--- src/core/vra_pkg.sv ---
// Constants and carrier types for the low-vector remap and abort decode.
// Assumes one 200 MHz system clock and a core that presents one access per cycle.
// What this block does
// - Low 64 bytes, 0x00 to 0x3F, overlaid by the selected vector source.
// - A remapped area still answers at its own natural address.
// - Outside the low window every region decodes at one fixed address.
// - Boot block sits at the top of on-chip space, independent of flash size.
// - Flash end up to 0x3FFFFFFF aborts; start depends on the flash variant.
// - Gap between SRAM end and the boot block aborts; start follows SRAM size.
// - Reserved areas and unassigned peripheral slots abort fetches and data alike.
// - Any instruction fetch from either peripheral bus gets a prefetch abort.
// - Undefined offsets inside an assigned peripheral_bus slot never abort a data access.
// - Only enough bits decoded inside a peripheral; aliases unsupported.
// - Prefetch abort travels with the instruction, taken only on execution.
// - Four active-low external interrupt inputs, each able to wake the core.
// - Low boot_request_port_pin right after reset requests the programming handler.
// - Reset restores defaults; the core then starts at address zero.
// - Each system control function owns its own register addresses.
// - Each peripheral bus: 128 slots of 16 kilobytes, chosen by upper bits.
// - Reset selects boot vectors; flash mode shows flash; RAM mode shows SRAM.
package vra_pkg;
  localparam logic [31:0] VRA_WIN_LAST   = 32'h0000_003f;
  localparam logic [31:0] VRA_FLASH_32K  = 32'h0000_8000;
  localparam logic [31:0] VRA_FLASH_64K  = 32'h0001_0000;
  localparam logic [31:0] VRA_FLASH_512K = 32'h0008_0000;
  localparam logic [31:0] VRA_FLASH_END  = VRA_FLASH_512K;
  localparam logic [31:0] VRA_FLASH_GAPL = 32'h3fff_ffff;
  localparam logic [31:0] VRA_SRAM_BASE  = 32'h4000_0000;
  localparam logic [31:0] VRA_SRAM_BYTES = 32'h0000_8000;
  localparam logic [31:0] VRA_SRAM_GAPL  = 32'h7fff_dfff;
  localparam logic [31:0] VRA_BOOT_BASE  = 32'h7fff_e000;
  localparam logic [31:0] VRA_EXT_BASE   = 32'h8000_0000;
  localparam logic [31:0] VRA_EXT_LAST   = 32'hdfff_ffff;
  localparam logic [31:0] VRA_PBUS_BASE  = 32'he000_0000;
  localparam logic [31:0] VRA_PBUS_LAST  = 32'he01f_ffff;
  localparam logic [31:0] VRA_AHB_BASE   = 32'hffe0_0000;
  localparam logic [31:0] VRA_RESET_PC   = 32'h0000_0000;
  localparam int          VRA_SLOT_LSB   = 14;
  localparam int          VRA_SLOT_MSB   = 20;
  localparam int          VRA_FN_LSB     = 6;
  localparam logic [6:0]  VRA_SYSCTL_SLOT = 7'h7f;
  // Assigned peripheral_bus slots: 0-5, 7-11, 13, 23, 24, 26, 27, 127
  localparam logic [127:0] VRA_PBUS_USED = 128'h8000_0000_0000_0000_0000_0000_0d80_2fbf;
  localparam logic [127:0] VRA_AHB_USED  = 128'h8000_0000_0000_0000_0000_0000_0000_0000;
  localparam logic [1:0]  VRA_MODE_RESET = 2'h0;

  typedef enum logic [1:0] {
    VRA_MODE_BOOT  = 2'b00,
    VRA_MODE_FLASH = 2'b01,
    VRA_MODE_RAM   = 2'b10,
    VRA_MODE_RSVD  = 2'b11
  } vra_mode_t;

  typedef enum logic [2:0] {
    VRA_RG_FLASH = 3'b000,
    VRA_RG_SRAM  = 3'b001,
    VRA_RG_BOOT  = 3'b010,
    VRA_RG_EXT   = 3'b011,
    VRA_RG_PBUS  = 3'b100,
    VRA_RG_AHB   = 3'b101,
    VRA_RG_NONE  = 3'b110
  } vra_region_t;

  typedef struct packed {
    logic        valid;
    logic        fetch;
    logic [31:0] addr;
  } vra_req_t;

  typedef struct packed {
    logic        abort;
    logic        pf_abort;
    vra_region_t region;
    logic [31:0] phys;
    logic [7:0]  sysctl_sel;
  } vra_resp_t;
endpackage

--- src/core/vra_decode.sv ---
// Remaps the low vector window, decodes regions and raises access aborts.
// Assumes the core samples the answer in the cycle it drives the request.
module vra_decode
  import vra_pkg::*;
(
  input  wire logic       i_clk_sys,
  input  wire logic       i_rst,
  input  wire vra_req_t   i_req,
  input  wire logic [1:0] i_map_mode,
  input  wire logic       i_map_wr,
  input  wire logic       i_pipe_adv,
  input  wire logic       i_pipe_flush,
  input  wire logic       i_exec,
  input  wire logic [3:0] i_ext_irq_n,
  input  wire logic [3:0] i_wake_en,
  input  wire logic       i_boot_request_port_pin,
  output vra_resp_t       o_resp,
  output logic            o_prefetch_exc,
  output logic [1:0]      o_map_mode,
  output logic [3:0]      o_ext_irq,
  output logic            o_wake,
  output logic            o_isp_request,
  output logic            o_core_start,
  output logic [31:0]     o_start_pc
);

  function automatic logic in_range(input logic [31:0] a, input logic [31:0] lo,
                                    input logic [31:0] hi);
    in_range = (a >= lo) && (a <= hi);
  endfunction

  function automatic logic slot_used(input logic [127:0] used, input logic [31:0] a);
    slot_used = used[a[VRA_SLOT_MSB:VRA_SLOT_LSB]];
  endfunction

  vra_mode_t   mode;
  logic [31:0] addr;
  logic        in_win;
  logic [31:0] win_src;
  logic [31:0] phys;
  logic        rg_flash;
  logic        rg_flash_gap;
  logic        rg_sram;
  logic        rg_sram_gap;
  logic        rg_boot;
  logic        rg_ext;
  logic        rg_pbus;
  logic        rg_ahb;
  logic        rg_bus_gap;
  logic        periph;
  logic        slot_ok;
  logic        rsvd;
  logic        abort;
  logic        pf_abort;
  vra_region_t region;
  logic [2:0]  fn_idx;
  logic        sysctl_hit;
  logic [7:0]  sysctl_sel;

  // Window source and physical address
  assign addr    = i_req.addr;
  assign in_win  = addr <= VRA_WIN_LAST;
  assign win_src = (mode == VRA_MODE_RAM)   ? VRA_SRAM_BASE :
                   (mode == VRA_MODE_FLASH) ? 32'h0000_0000 :
                                              VRA_BOOT_BASE;
  // Natural decode stays live, so remapped areas answer at both addresses
  assign phys    = in_win ? (win_src | {26'h0, addr[5:0]}) : addr;

  // Region decode on the fixed map
  assign rg_flash     = in_range(addr, 32'h0000_0000, VRA_FLASH_END - 32'h1);
  assign rg_flash_gap = in_range(addr, VRA_FLASH_END, VRA_FLASH_GAPL);
  assign rg_sram      = in_range(addr, VRA_SRAM_BASE,
                                 VRA_SRAM_BASE + VRA_SRAM_BYTES - 32'h1);
  assign rg_sram_gap  = in_range(addr, VRA_SRAM_BASE + VRA_SRAM_BYTES,
                                 VRA_SRAM_GAPL);
  assign rg_boot      = in_range(addr, VRA_BOOT_BASE, VRA_EXT_BASE - 32'h1);
  assign rg_ext       = in_range(addr, VRA_EXT_BASE, VRA_EXT_LAST);
  assign rg_pbus      = in_range(addr, VRA_PBUS_BASE, VRA_PBUS_LAST);
  assign rg_ahb       = addr >= VRA_AHB_BASE;
  assign rg_bus_gap   = in_range(addr, VRA_PBUS_LAST + 32'h1, VRA_AHB_BASE - 32'h1);

  // Slot check uses only the upper bits; offsets inside a slot are not checked
  assign slot_ok = rg_pbus ? slot_used(VRA_PBUS_USED, addr) :
                             slot_used(VRA_AHB_USED, addr);
  assign periph  = rg_pbus || rg_ahb;
  assign rsvd    = rg_flash_gap || rg_sram_gap || rg_bus_gap || (periph && !slot_ok);

  // Same-cycle answer; fetch into any peripheral space is refused
  assign pf_abort = i_req.valid && i_req.fetch && (rsvd || periph);
  assign abort    = i_req.valid && (rsvd || (i_req.fetch && periph));

  assign region = (rg_flash || in_win) ? VRA_RG_FLASH :
                  rg_sram              ? VRA_RG_SRAM  :
                  rg_boot              ? VRA_RG_BOOT  :
                  rg_ext               ? VRA_RG_EXT   :
                  (rg_pbus && slot_ok) ? VRA_RG_PBUS  :
                  (rg_ahb && slot_ok)  ? VRA_RG_AHB   :
                                         VRA_RG_NONE;

  // Control slot: one select per function group, never shared
  assign sysctl_hit = i_req.valid && !i_req.fetch && rg_pbus &&
                      (addr[VRA_SLOT_MSB:VRA_SLOT_LSB] == VRA_SYSCTL_SLOT);
  assign fn_idx     = addr[VRA_FN_LSB+2:VRA_FN_LSB];
  assign sysctl_sel = sysctl_hit ? (8'h01 << fn_idx) : 8'h00;

  assign o_resp.abort      = abort;
  assign o_resp.pf_abort   = pf_abort;
  assign o_resp.region     = region;
  assign o_resp.phys       = phys;
  assign o_resp.sysctl_sel = sysctl_sel;

  // Mapping mode: every reset returns to boot vectors
  always_ff @(posedge i_clk_sys or posedge i_rst) begin
    if (i_rst) begin
      mode <= vra_mode_t'(VRA_MODE_RESET);
    end else if (i_map_wr) begin
      mode <= (i_map_mode == VRA_MODE_RSVD) ? VRA_MODE_BOOT : vra_mode_t'(i_map_mode);
    end
  end
  assign o_map_mode = mode;

  // Abort tag rides with the fetched word; flushed words never trap
  logic tag_dec;
  logic tag_exe;
  logic next_tag_dec;
  logic next_tag_exe;
  assign next_tag_dec = i_pipe_flush ? 1'b0 : (i_pipe_adv ? pf_abort : tag_dec);
  assign next_tag_exe = i_pipe_flush ? 1'b0 : (i_pipe_adv ? tag_dec : tag_exe);
  always_ff @(posedge i_clk_sys or posedge i_rst) begin
    if (i_rst) begin
      tag_dec <= 1'b0;
      tag_exe <= 1'b0;
    end else begin
      tag_dec <= next_tag_dec;
      tag_exe <= next_tag_exe;
    end
  end
  assign o_prefetch_exc = tag_exe && i_exec;

  // External interrupts, active low, also wake from idle or power-down
  logic [3:0] irq_lvl;
  logic       wake;
  assign irq_lvl = ~i_ext_irq_n;
  assign wake    = |(irq_lvl & i_wake_en);
  always_ff @(posedge i_clk_sys or posedge i_rst) begin
    if (i_rst) begin
      o_ext_irq <= 4'h0;
      o_wake    <= 1'b0;
    end else begin
      o_ext_irq <= irq_lvl;
      o_wake    <= wake;
    end
  end

  // Strap caught on the first edge after release, not by the reset itself
  logic started;
  always_ff @(posedge i_clk_sys or posedge i_rst) begin
    if (i_rst) begin
      started       <= 1'b0;
      o_isp_request <= 1'b0;
      o_core_start  <= 1'b0;
      o_start_pc    <= 32'h0000_0000;
    end else begin
      started      <= 1'b1;
      o_core_start <= !started;
      o_start_pc   <= VRA_RESET_PC;
      if (!started) begin
        o_isp_request <= !i_boot_request_port_pin;
      end
    end
  end

  // Checks
  property p_win_ram;
    @(posedge i_clk_sys) disable iff (i_rst)
      (in_win && mode == VRA_MODE_RAM) |-> (phys == (VRA_SRAM_BASE | {26'h0, addr[5:0]}));
  endproperty
  a_win_ram: assert property (p_win_ram) else $error("low window not mapped to SRAM");
  property p_above_win;
    @(posedge i_clk_sys) disable iff (i_rst)
      (addr > VRA_WIN_LAST) |-> (phys == addr);
  endproperty
  a_above_win: assert property (p_above_win) else $error("fixed region moved");
  property p_flash_gap;
    @(posedge i_clk_sys) disable iff (i_rst)
      (i_req.valid && addr >= VRA_FLASH_END && addr < VRA_SRAM_BASE) |-> abort;
  endproperty
  a_flash_gap: assert property (p_flash_gap) else $error("flash gap not aborted");
  property p_sram_gap;
    @(posedge i_clk_sys) disable iff (i_rst)
      (i_req.valid && addr >= (VRA_SRAM_BASE + VRA_SRAM_BYTES) && addr < VRA_BOOT_BASE)
        |-> (abort && (pf_abort == i_req.fetch));
  endproperty
  a_sram_gap: assert property (p_sram_gap) else $error("sram gap not aborted");
  property p_fetch_periph;
    @(posedge i_clk_sys) disable iff (i_rst)
      (i_req.valid && i_req.fetch && addr >= VRA_PBUS_BASE) |-> (pf_abort && abort);
  endproperty
  a_fetch_periph: assert property (p_fetch_periph) else $error("peripheral fetch ok");
  property p_pbus_used;
    @(posedge i_clk_sys) disable iff (i_rst)
      (i_req.valid && !i_req.fetch && rg_pbus &&
       VRA_PBUS_USED[addr[VRA_SLOT_MSB:VRA_SLOT_LSB]]) |-> !abort;
  endproperty
  a_pbus_used: assert property (p_pbus_used) else $error("assigned slot aborted");
  property p_tag_carry;
    @(posedge i_clk_sys) disable iff (i_rst)
      (pf_abort && i_pipe_adv && !i_pipe_flush) ##1 (i_pipe_adv && !i_pipe_flush)
        |=> (i_exec |-> o_prefetch_exc);
  endproperty
  a_tag_carry: assert property (p_tag_carry) else $error("abort tag lost");
  property p_wake;
    @(posedge i_clk_sys) disable iff (i_rst)
      (|(~i_ext_irq_n & i_wake_en)) |=> o_wake;
  endproperty
  a_wake: assert property (p_wake) else $error("interrupt did not wake");
  property p_sysctl;
    @(posedge i_clk_sys) disable iff (i_rst)
      sysctl_hit |-> $onehot(sysctl_sel);
  endproperty
  a_sysctl: assert property (p_sysctl) else $error("control select not unique");
  property p_mode_wr;
    @(posedge i_clk_sys) disable iff (i_rst)
      (i_map_wr && i_map_mode == VRA_MODE_FLASH) |=> (o_map_mode == VRA_MODE_FLASH);
  endproperty
  a_mode_wr: assert property (p_mode_wr) else $error("mode write ignored");

  // Window sources and fixed homes
  property p_win_boot;
    @(posedge i_clk_sys) disable iff (i_rst)
      (in_win && mode == VRA_MODE_BOOT) |-> (phys == (VRA_BOOT_BASE | {26'h0, addr[5:0]}));
  endproperty
  a_win_boot: assert property (p_win_boot) else $error("low window not mapped to boot block");
  property p_win_flash;
    @(posedge i_clk_sys) disable iff (i_rst)
      (in_win && mode == VRA_MODE_FLASH) |-> (phys == addr && region == VRA_RG_FLASH);
  endproperty
  a_win_flash: assert property (p_win_flash) else $error("low window not showing flash");
  property p_sram_home;
    @(posedge i_clk_sys) disable iff (i_rst)
      (i_req.valid && addr >= VRA_SRAM_BASE && addr < (VRA_SRAM_BASE + VRA_SRAM_BYTES))
        |-> (!abort && region == VRA_RG_SRAM && phys == addr);
  endproperty
  a_sram_home: assert property (p_sram_home) else $error("sram lost its own address");
  property p_boot_top;
    @(posedge i_clk_sys) disable iff (i_rst)
      (i_req.valid && addr >= VRA_BOOT_BASE && addr < VRA_EXT_BASE) |-> (!abort && region == VRA_RG_BOOT);
  endproperty
  a_boot_top: assert property (p_boot_top) else $error("boot block not at top");
  property p_ext_open;
    @(posedge i_clk_sys) disable iff (i_rst)
      (i_req.valid && addr >= VRA_EXT_BASE && addr <= VRA_EXT_LAST) |-> (!abort && region == VRA_RG_EXT);
  endproperty
  a_ext_open: assert property (p_ext_open) else $error("external region moved or aborted");

  // Abort and control select conditions
  property p_unused_slot;
    @(posedge i_clk_sys) disable iff (i_rst)
      (i_req.valid && rg_pbus && !VRA_PBUS_USED[addr[VRA_SLOT_MSB:VRA_SLOT_LSB]])
        |-> (abort && region == VRA_RG_NONE);
  endproperty
  a_unused_slot: assert property (p_unused_slot) else $error("unassigned slot not aborted");
  property p_bus_gap;
    @(posedge i_clk_sys) disable iff (i_rst)
      (i_req.valid && addr > VRA_PBUS_LAST && addr < VRA_AHB_BASE) |-> (abort && (pf_abort == i_req.fetch));
  endproperty
  a_bus_gap: assert property (p_bus_gap) else $error("bus gap not aborted");
  property p_idle_quiet;
    @(posedge i_clk_sys) disable iff (i_rst)
      !i_req.valid |-> (!abort && !pf_abort);
  endproperty
  a_idle_quiet: assert property (p_idle_quiet) else $error("abort without access");
  property p_pf_fetch;
    @(posedge i_clk_sys) disable iff (i_rst)
      pf_abort |-> (abort && i_req.fetch);
  endproperty
  a_pf_fetch: assert property (p_pf_fetch) else $error("prefetch abort on data access");
  property p_sysctl_none;
    @(posedge i_clk_sys) disable iff (i_rst)
      !sysctl_hit |-> (sysctl_sel == 8'h00);
  endproperty
  a_sysctl_none: assert property (p_sysctl_none) else $error("control select without hit");

  // Pipeline, interrupt and start-up checks
  property p_flush;
    @(posedge i_clk_sys) disable iff (i_rst)
      i_pipe_flush |=> !o_prefetch_exc;
  endproperty
  a_flush: assert property (p_flush) else $error("flushed fetch trapped");
  property p_irq_level;
    @(posedge i_clk_sys) disable iff (i_rst)
      1'b1 |=> (o_ext_irq == ~$past(i_ext_irq_n));
  endproperty
  a_irq_level: assert property (p_irq_level) else $error("interrupt level not inverted");
  property p_isp_catch;
    @(posedge i_clk_sys) disable iff (i_rst)
      !started |=> (o_isp_request == !$past(i_boot_request_port_pin));
  endproperty
  a_isp_catch: assert property (p_isp_catch) else $error("boot strap not captured");
  property p_isp_hold;
    @(posedge i_clk_sys) disable iff (i_rst)
      started |=> $stable(o_isp_request);
  endproperty
  a_isp_hold: assert property (p_isp_hold) else $error("boot strap changed after start");
  property p_start_pulse;
    @(posedge i_clk_sys) disable iff (i_rst)
      o_core_start |-> (o_start_pc == VRA_RESET_PC) ##1 !o_core_start;
  endproperty
  a_start_pulse: assert property (p_start_pulse) else $error("core start not a single pulse at zero");

endmodule

--- config.mk ---
export PLATFORM = sky130hd
export DESIGN_NAME = vra_decode
export DESIGN_NICKNAME = d
export VERILOG_FILES = /design/src/core/vra_pkg.sv /design/src/core/vra_decode.sv
export SDC_FILE = /design/constraint.sdc
export NUM_CORES = 1
export LEC_CHECK = 0
export BUFFER_PORTS_ARGS = -buffer_cell sky130_fd_sc_hd__buf_4
export CAP_MARGIN = 5
export CORE_AREA = 4 4 64 66
export DETAILED_ROUTE_END_ITERATION = 10
export DIE_AREA = 0 0 68 70
export GPL_TIMING_DRIVEN = 1
export HOLD_SLACK_MARGIN = 0.1
export PLACE_DENSITY = 0.84
export SYNTH_ARGS = -nofsm -noshare
export SYNTH_HDL_FRONTEND = slang
export SYNTH_SLANG_ARGS = --single-unit
export TNS_END_PERCENT = 50
--- constraint.sdc ---
create_clock -name i_clk_sys -period 3.23 [get_ports i_clk_sys]
set_input_delay 0.1615 -clock i_clk_sys [delete_from_list [all_inputs] [get_ports i_clk_sys]]
set_output_delay 0.1615 -clock i_clk_sys [all_outputs]
set_load 0.05 [all_outputs]
Word level (Yosys, flattened, before mapping)
Memory sizes are Yosys's and may differ from the RTL's.
Cells that the tools add are included.
W data, S select, Z words.
{ "classes": {"magnitude_cmp": 19, "n_eq_ne": 4, "n_shift": 1, "n_mux": 18, "bitwise": 3, "reduce_logical": 32} }
{ "ops": {"columns": ["cell", "count"], "rows": [
  ["$ge A32 B32 Y1 const B", 4],
  ["$ge A32 B31 Y1 const B", 3],
  ["$le A32 B31 Y1 const B", 3],
  ["$le A32 B32 Y1 const B", 3],
  ["$mux W31", 2],
  ["$ge A32 B1 Y1 const B", 1],
  ["$ge A32 B20 Y1 const B", 1],
  ["$le A32 B19 Y1 const B", 1],
  ["$le A32 B30 Y1 const B", 1],
  ["$le A32 B6 Y1 const B", 1],
  ["$mux W32", 1],
  ["$or A31 B6 Y31", 1],
  ["$logic_and A1 B1 Y1", 19],
  ["$mux W3", 4],
  ["$lt A7 B8 Y1 const B", 1],
  ["$mux W8", 1],
  ["$shl A1 B3 Y8 const A", 1],
  ["$eq A7 B7 Y1 const B", 1],
  ["$logic_or A1 B1 Y1", 7],
  ["$mux W1", 7],
  ["$mux W2", 3],
  ["$and A4 B4 Y4", 1],
  ["$eq A2 B2 Y1 const B", 2],
  ["$logic_not A1 Y1", 4],
  ["4 further kinds", 4]
]} }
{ "word_totals": {"regBits": 12, "romBits": 256, "inputBits": 51, "wordCells": 87, "mem_count": 2} }
{ "memory_table": {"columns": ["memory", "words", "word_bits", "rd", "rd_clocked_by_memory_dff", "write_ports", "line", "source"], "rows": [
  ["(name not given)", 128, 1, 1, 0, 0, "vra_decode.sv:33", "slot_used = used[a[VRA_SLOT_MSB:VRA_SLOT_LSB]];"],
  ["(name not given)", 128, 1, 1, 0, 0, "vra_decode.sv:33", null]
]} }

Logic depth before layout (Yosys ltp)
{ "logic_depth": {"ltp_word": 10, "depth_mapped": 7} }

Least setup slack after synthesis
No wires, ideal clock.
{ "synth_timing": {"kind": "input port to output port", "startpoint": "input i_req[27] (netlist name)", "endpoint": "output o_resp[0] (netlist name)", "t_arrival_ns": 2.204, "required_ns": 3.069, "slack_ns": 0.865, "path_stages": 5, "path_cell_list": "or4_4 nor2_1 and4b_1 nand2b_1 nor3_1"} }
{ "synth_rtl": {"columns": ["item", "line", "source"], "rows": [
  ["start: declaration", "vra_decode.sv:8", "input wire vra_req_t i_req,"],
  ["end: declaration", "vra_decode.sv:17", "output vra_resp_t o_resp,"]
]} }

==> results.md <==
Status:
- The run finished with clean final reports.

Logic synthesis:
- The part of the Yosys area used for sequential elements is 23.0%.
- The primary flip-flop cell chosen by synthesis mapping is dfrtp_1.
- The mean cell area of the mapped netlist is 7.68 um2.
- The count of unique library cells instantiated by Yosys is 41.
- The number of synthesized register bits is 12.
- For this run, the number of Yosys warnings is 0.
- The number of enable flip-flop cells after synthesis is 0.
- The netlist area before placement is 1310 um2.
- After synthesis, the share of flip-flops with an asynchronous set or reset is 100%.
- Synthesis produced a netlist whose cell count is 170.

Setup path:
- The startpoint of the lowest-slack register-to-register path is o_map_mode[1].
- In this design, the critical path's most frequently occurring cell is buf_4.
- The signal on the critical path passes through buf_4, or4_4, nor4_4, nand3_2, nand2b_1, buf_4.
- The worst setup path is captured at an output pin.
- The highest cell delay on the worst timing path is 560 ps.
- The critical path's top delay family is simple AND/OR/NAND/NOR gates.
- The reg-to-reg setup timing slack is 2010 ps.
- In this run the critical register-to-register path is captured at o_map_mode[1].
- The maximum net fanout on the critical path is 17.
- The critical path arrival is 2000 ps.
- The slowest stage of the critical path is the or4_4 cell.
- The worst path required time is 3070 ps.
- The count of buffer and inverter cells on the critical path is 2.
- The critical setup path kind is in2out.
- The number of stages on the worst setup path is 6.
- STA classifies the critical path startpoint as an input pin.
- In this run the worst setup path begins at i_req[27].
- The capture point of the worst path is o_resp[32].
- The number of cell instances on the worst register-to-register path is 3.

Global route:
- Across every metal layer, demand over resource in global routing totals 14.6%.
- The maximum number of pins on one net before global-route repair is 18.
- Global routing finished with a remaining overflow of 0.
- The initial antenna violation count is 0.
- The via count of the first global-routing pass was 1,286.
- The wire length of the first global-routing pass is 5.49 mm.

Clocking:
- The cell sitting at the root of the clock tree is a clkbuf_4.
- TritonCTS built the clock tree.
- Gates resized during post-CTS repair numbered 0.
- In this run the number of H-tree levels came out at 1.
- TritonCTS created 3 clock buffers.
- Counting along the longest clock path gives a buffer depth of 2.
- The post-CTS repair timing setup buffer count is 0.
- The clock reaches the later pin of the worst-skew pair after 270 ps.
- After clock tree synthesis, the clock-pin slew on the worst setup and hold paths is 70 ps.
- The number of clock sinks is 12.

Die:
- The floorplan has 22 rows.
- The number of top-level pins is 138.
- The floorplan step set the die height to 70 um.
- The die covers 4760 um2.
- The floorplan step set the die width to 68 um.
- The starting density of the core is 36.5%.
- The core region is 3580 um2.

Finish:
- The count of inserted antenna diode cells is 0.
- Leaving out fill and tap cells, the most frequent cells in the layout are buf_4 (93), conb_1 (33), nand2b_1 (20).
- The fraction of final layout cells sized beyond drive strength 1 is 40.4%.
- From synthesis to final layout, the design area changed by 52.9%.
- The area of combinational cells with multiple inputs is 741 um2.
- The footprint of the flip-flops and latches is 300 um2.
- The layout has 339 filler cells.
- The library cell used most frequently in the layout, excluding fill and tap cells, is buf_4.
- The number of nets in the layout is 313.

Detailed routing:
- The first detailed-routing pass ran for 4 iterations.
- The residual antenna-violating net count after detailed routing is 0.
- Dividing the detail-routed via count by the number of cells gives 4.42.
- After detailed routing, the number of remaining DRC violations is 0.
- The final wirelength is 3.75 mm.
- After the first detailed-routing iteration, the DRC count stood at 42.
- The routed layout has 1,360 vias.
- In the final routed layout, each cell accounts on average for 12.2 um.

Pwr:
- Dividing total power by cell area gives a power density of 309 nW/um2.
- Summed over all cells, the static leakage comes to 1.04 nW.
- The total power consumption of the routed design is 0.000618 W.
- The worst voltage drop across the vdd grid is 0.303 mV.

Place:
- Port buffering added 93 buffers.
- The placed wire-length estimate after detailed placement is 3.15 mm.
- The congestion estimate from routability-driven global placement came to 0.883.
- The placement-stage worst setup slack is 1050 ps.

Timing:
- The period utilization is 66.8%.
- The max-slew violation count came to 0.
- Setup repair after global routing left no endpoint under its margin.
- Setup total negative slack on the finished layout was measured at 0 ps.
- The clock tree skew after final layout is 0.400 ps.
- Setup slack on the critical path of the routed design comes to 1070 ps.
- The count of final setup violators is 0.
- Based on the critical path, the design can be clocked at up to 0.464 GHz.
- The count of endpoints failing hold in the final timing report came to 0.
- The time the worst path needs with I/O delays and setup is 2160 ps.

Hold path:
- The worst hold path belongs to the class in2reg.

Run:
- The tool flagged a number of max-cap violations equal to 0.
[through the flow]
step | util [%] | instances | cell area (um2) | hold WS (ps)
after floorplan | - | 201 | 1420 | 26.2
after global placement | 51.4 | 292 | 1840 | 187
after detailed placement | 51.4 | 292 | 1840 | 191
after CTS | 55.8 | 308 | 2000 | 105
after global routing | 55.8 | 308 | 2000 | 103
final | 55.8 | 308 | 2000 | 108
[flip-flops by register name, summed over array words and instances, names as in the netlist]
register,cells
o_core_start,1
o_ext_irq,4
o_isp_request,1
o_map_mode,2
o_wake,1
started,1
tag_dec,1
tag_exe,1
[area by class of cell]
class | instances | share of cell area (%)
clock buffer | 4 | 1.82
timing repair buffer | 105 | 41.0
multi-input combinational | 128 | 37.1
inverter | 11 | 2.07
sequential | 12 | 15.0
tap | 48 | 3.01
[where the power goes]
| group | switching, W | internal [W] | leakage [nW] |
|---|---|---|---|
| clock network | 0.0000493 | 0.0000686 | 0.0210 |
| registers | 0.00000370 | 0.000159 | 0.145 |
| logic | 0.000238 | 0.0000993 | 0.875 |
| total | 0.000291 | 0.000326 | 1.04 |
[metal layers]
layer	up-vias	part of all wire, %	GRT usage, %
li1	673	-	-
met1	607	30	13.8
met2	74	53	27.4
met3	6	15	5.47
met4	0	1.3	5.30
met5	-	0	0
[cell families after synthesis]
kind of cell	share of synthesized area, %
AO/OA/AOI/OAI	8.05
adder cells (fa/ha/maj)	0.958
buffers and inverters	29.2
flip-flops	23.0
multiplexers	1.53
other	0.575
AND/OR/NAND/NOR	36.7
[worst min path at each step]
stage,cells after the start,slack (ps),from,endpoint
finish,3,110,i_wake_en[3],o_wake
global route,3,100,i_wake_en[3],o_wake
CTS,3,100,i_wake_en[3],o_wake
detailed placement,2,190,i_rst,o_ext_irq[2]
global placement,2,190,i_rst,o_ext_irq[2]
floorplan,1,30,i_rst,o_core_start
[synthesized netlist by cell type (2+ instances only)]
master / instances / area [um2]
nor2_1: 14 / 52.6
nand2_1: 9 / 33.8
inv_1: 11 / 41.3
o21ai_1: 3 / 15.0
nor4_1: 2 / 12.5
buf_2: 2 / 10.0
nand2b_1: 20 / 125
clkbuf_1: 8 / 30.0
buf_4: 40 / 300
nand3b_1: 2 / 15.0
dfrtp_1: 12 / 300
nor4_4: 2 / 42.5
o21ai_0: 2 / 10.0
or4_1: 2 / 15.0
a22oi_1: 2 / 15.0
nor3_1: 4 / 20.0
nand4_1: 5 / 31.3
a21oi_1: 2 / 10.0
or4_4: 2 / 22.5
nand3_1: 2 / 10.0
mux2i_1: 2 / 20.0
conb_1: 2 / 7.51
and2_1: 2 / 12.5
[timing repair]
action | in CTS | in global routing
endpoints found under the setup margin | 0 | 0
hold buffers | 12 | 0
endpoints found under the hold margin | 22 | 0
[worst min-delay path, cell delays in order]
cell     delay (ps)
buf_4            80
a22oi_1          60
nand2_1          60
No activity file was read; power rests on OpenSTA's default activity.
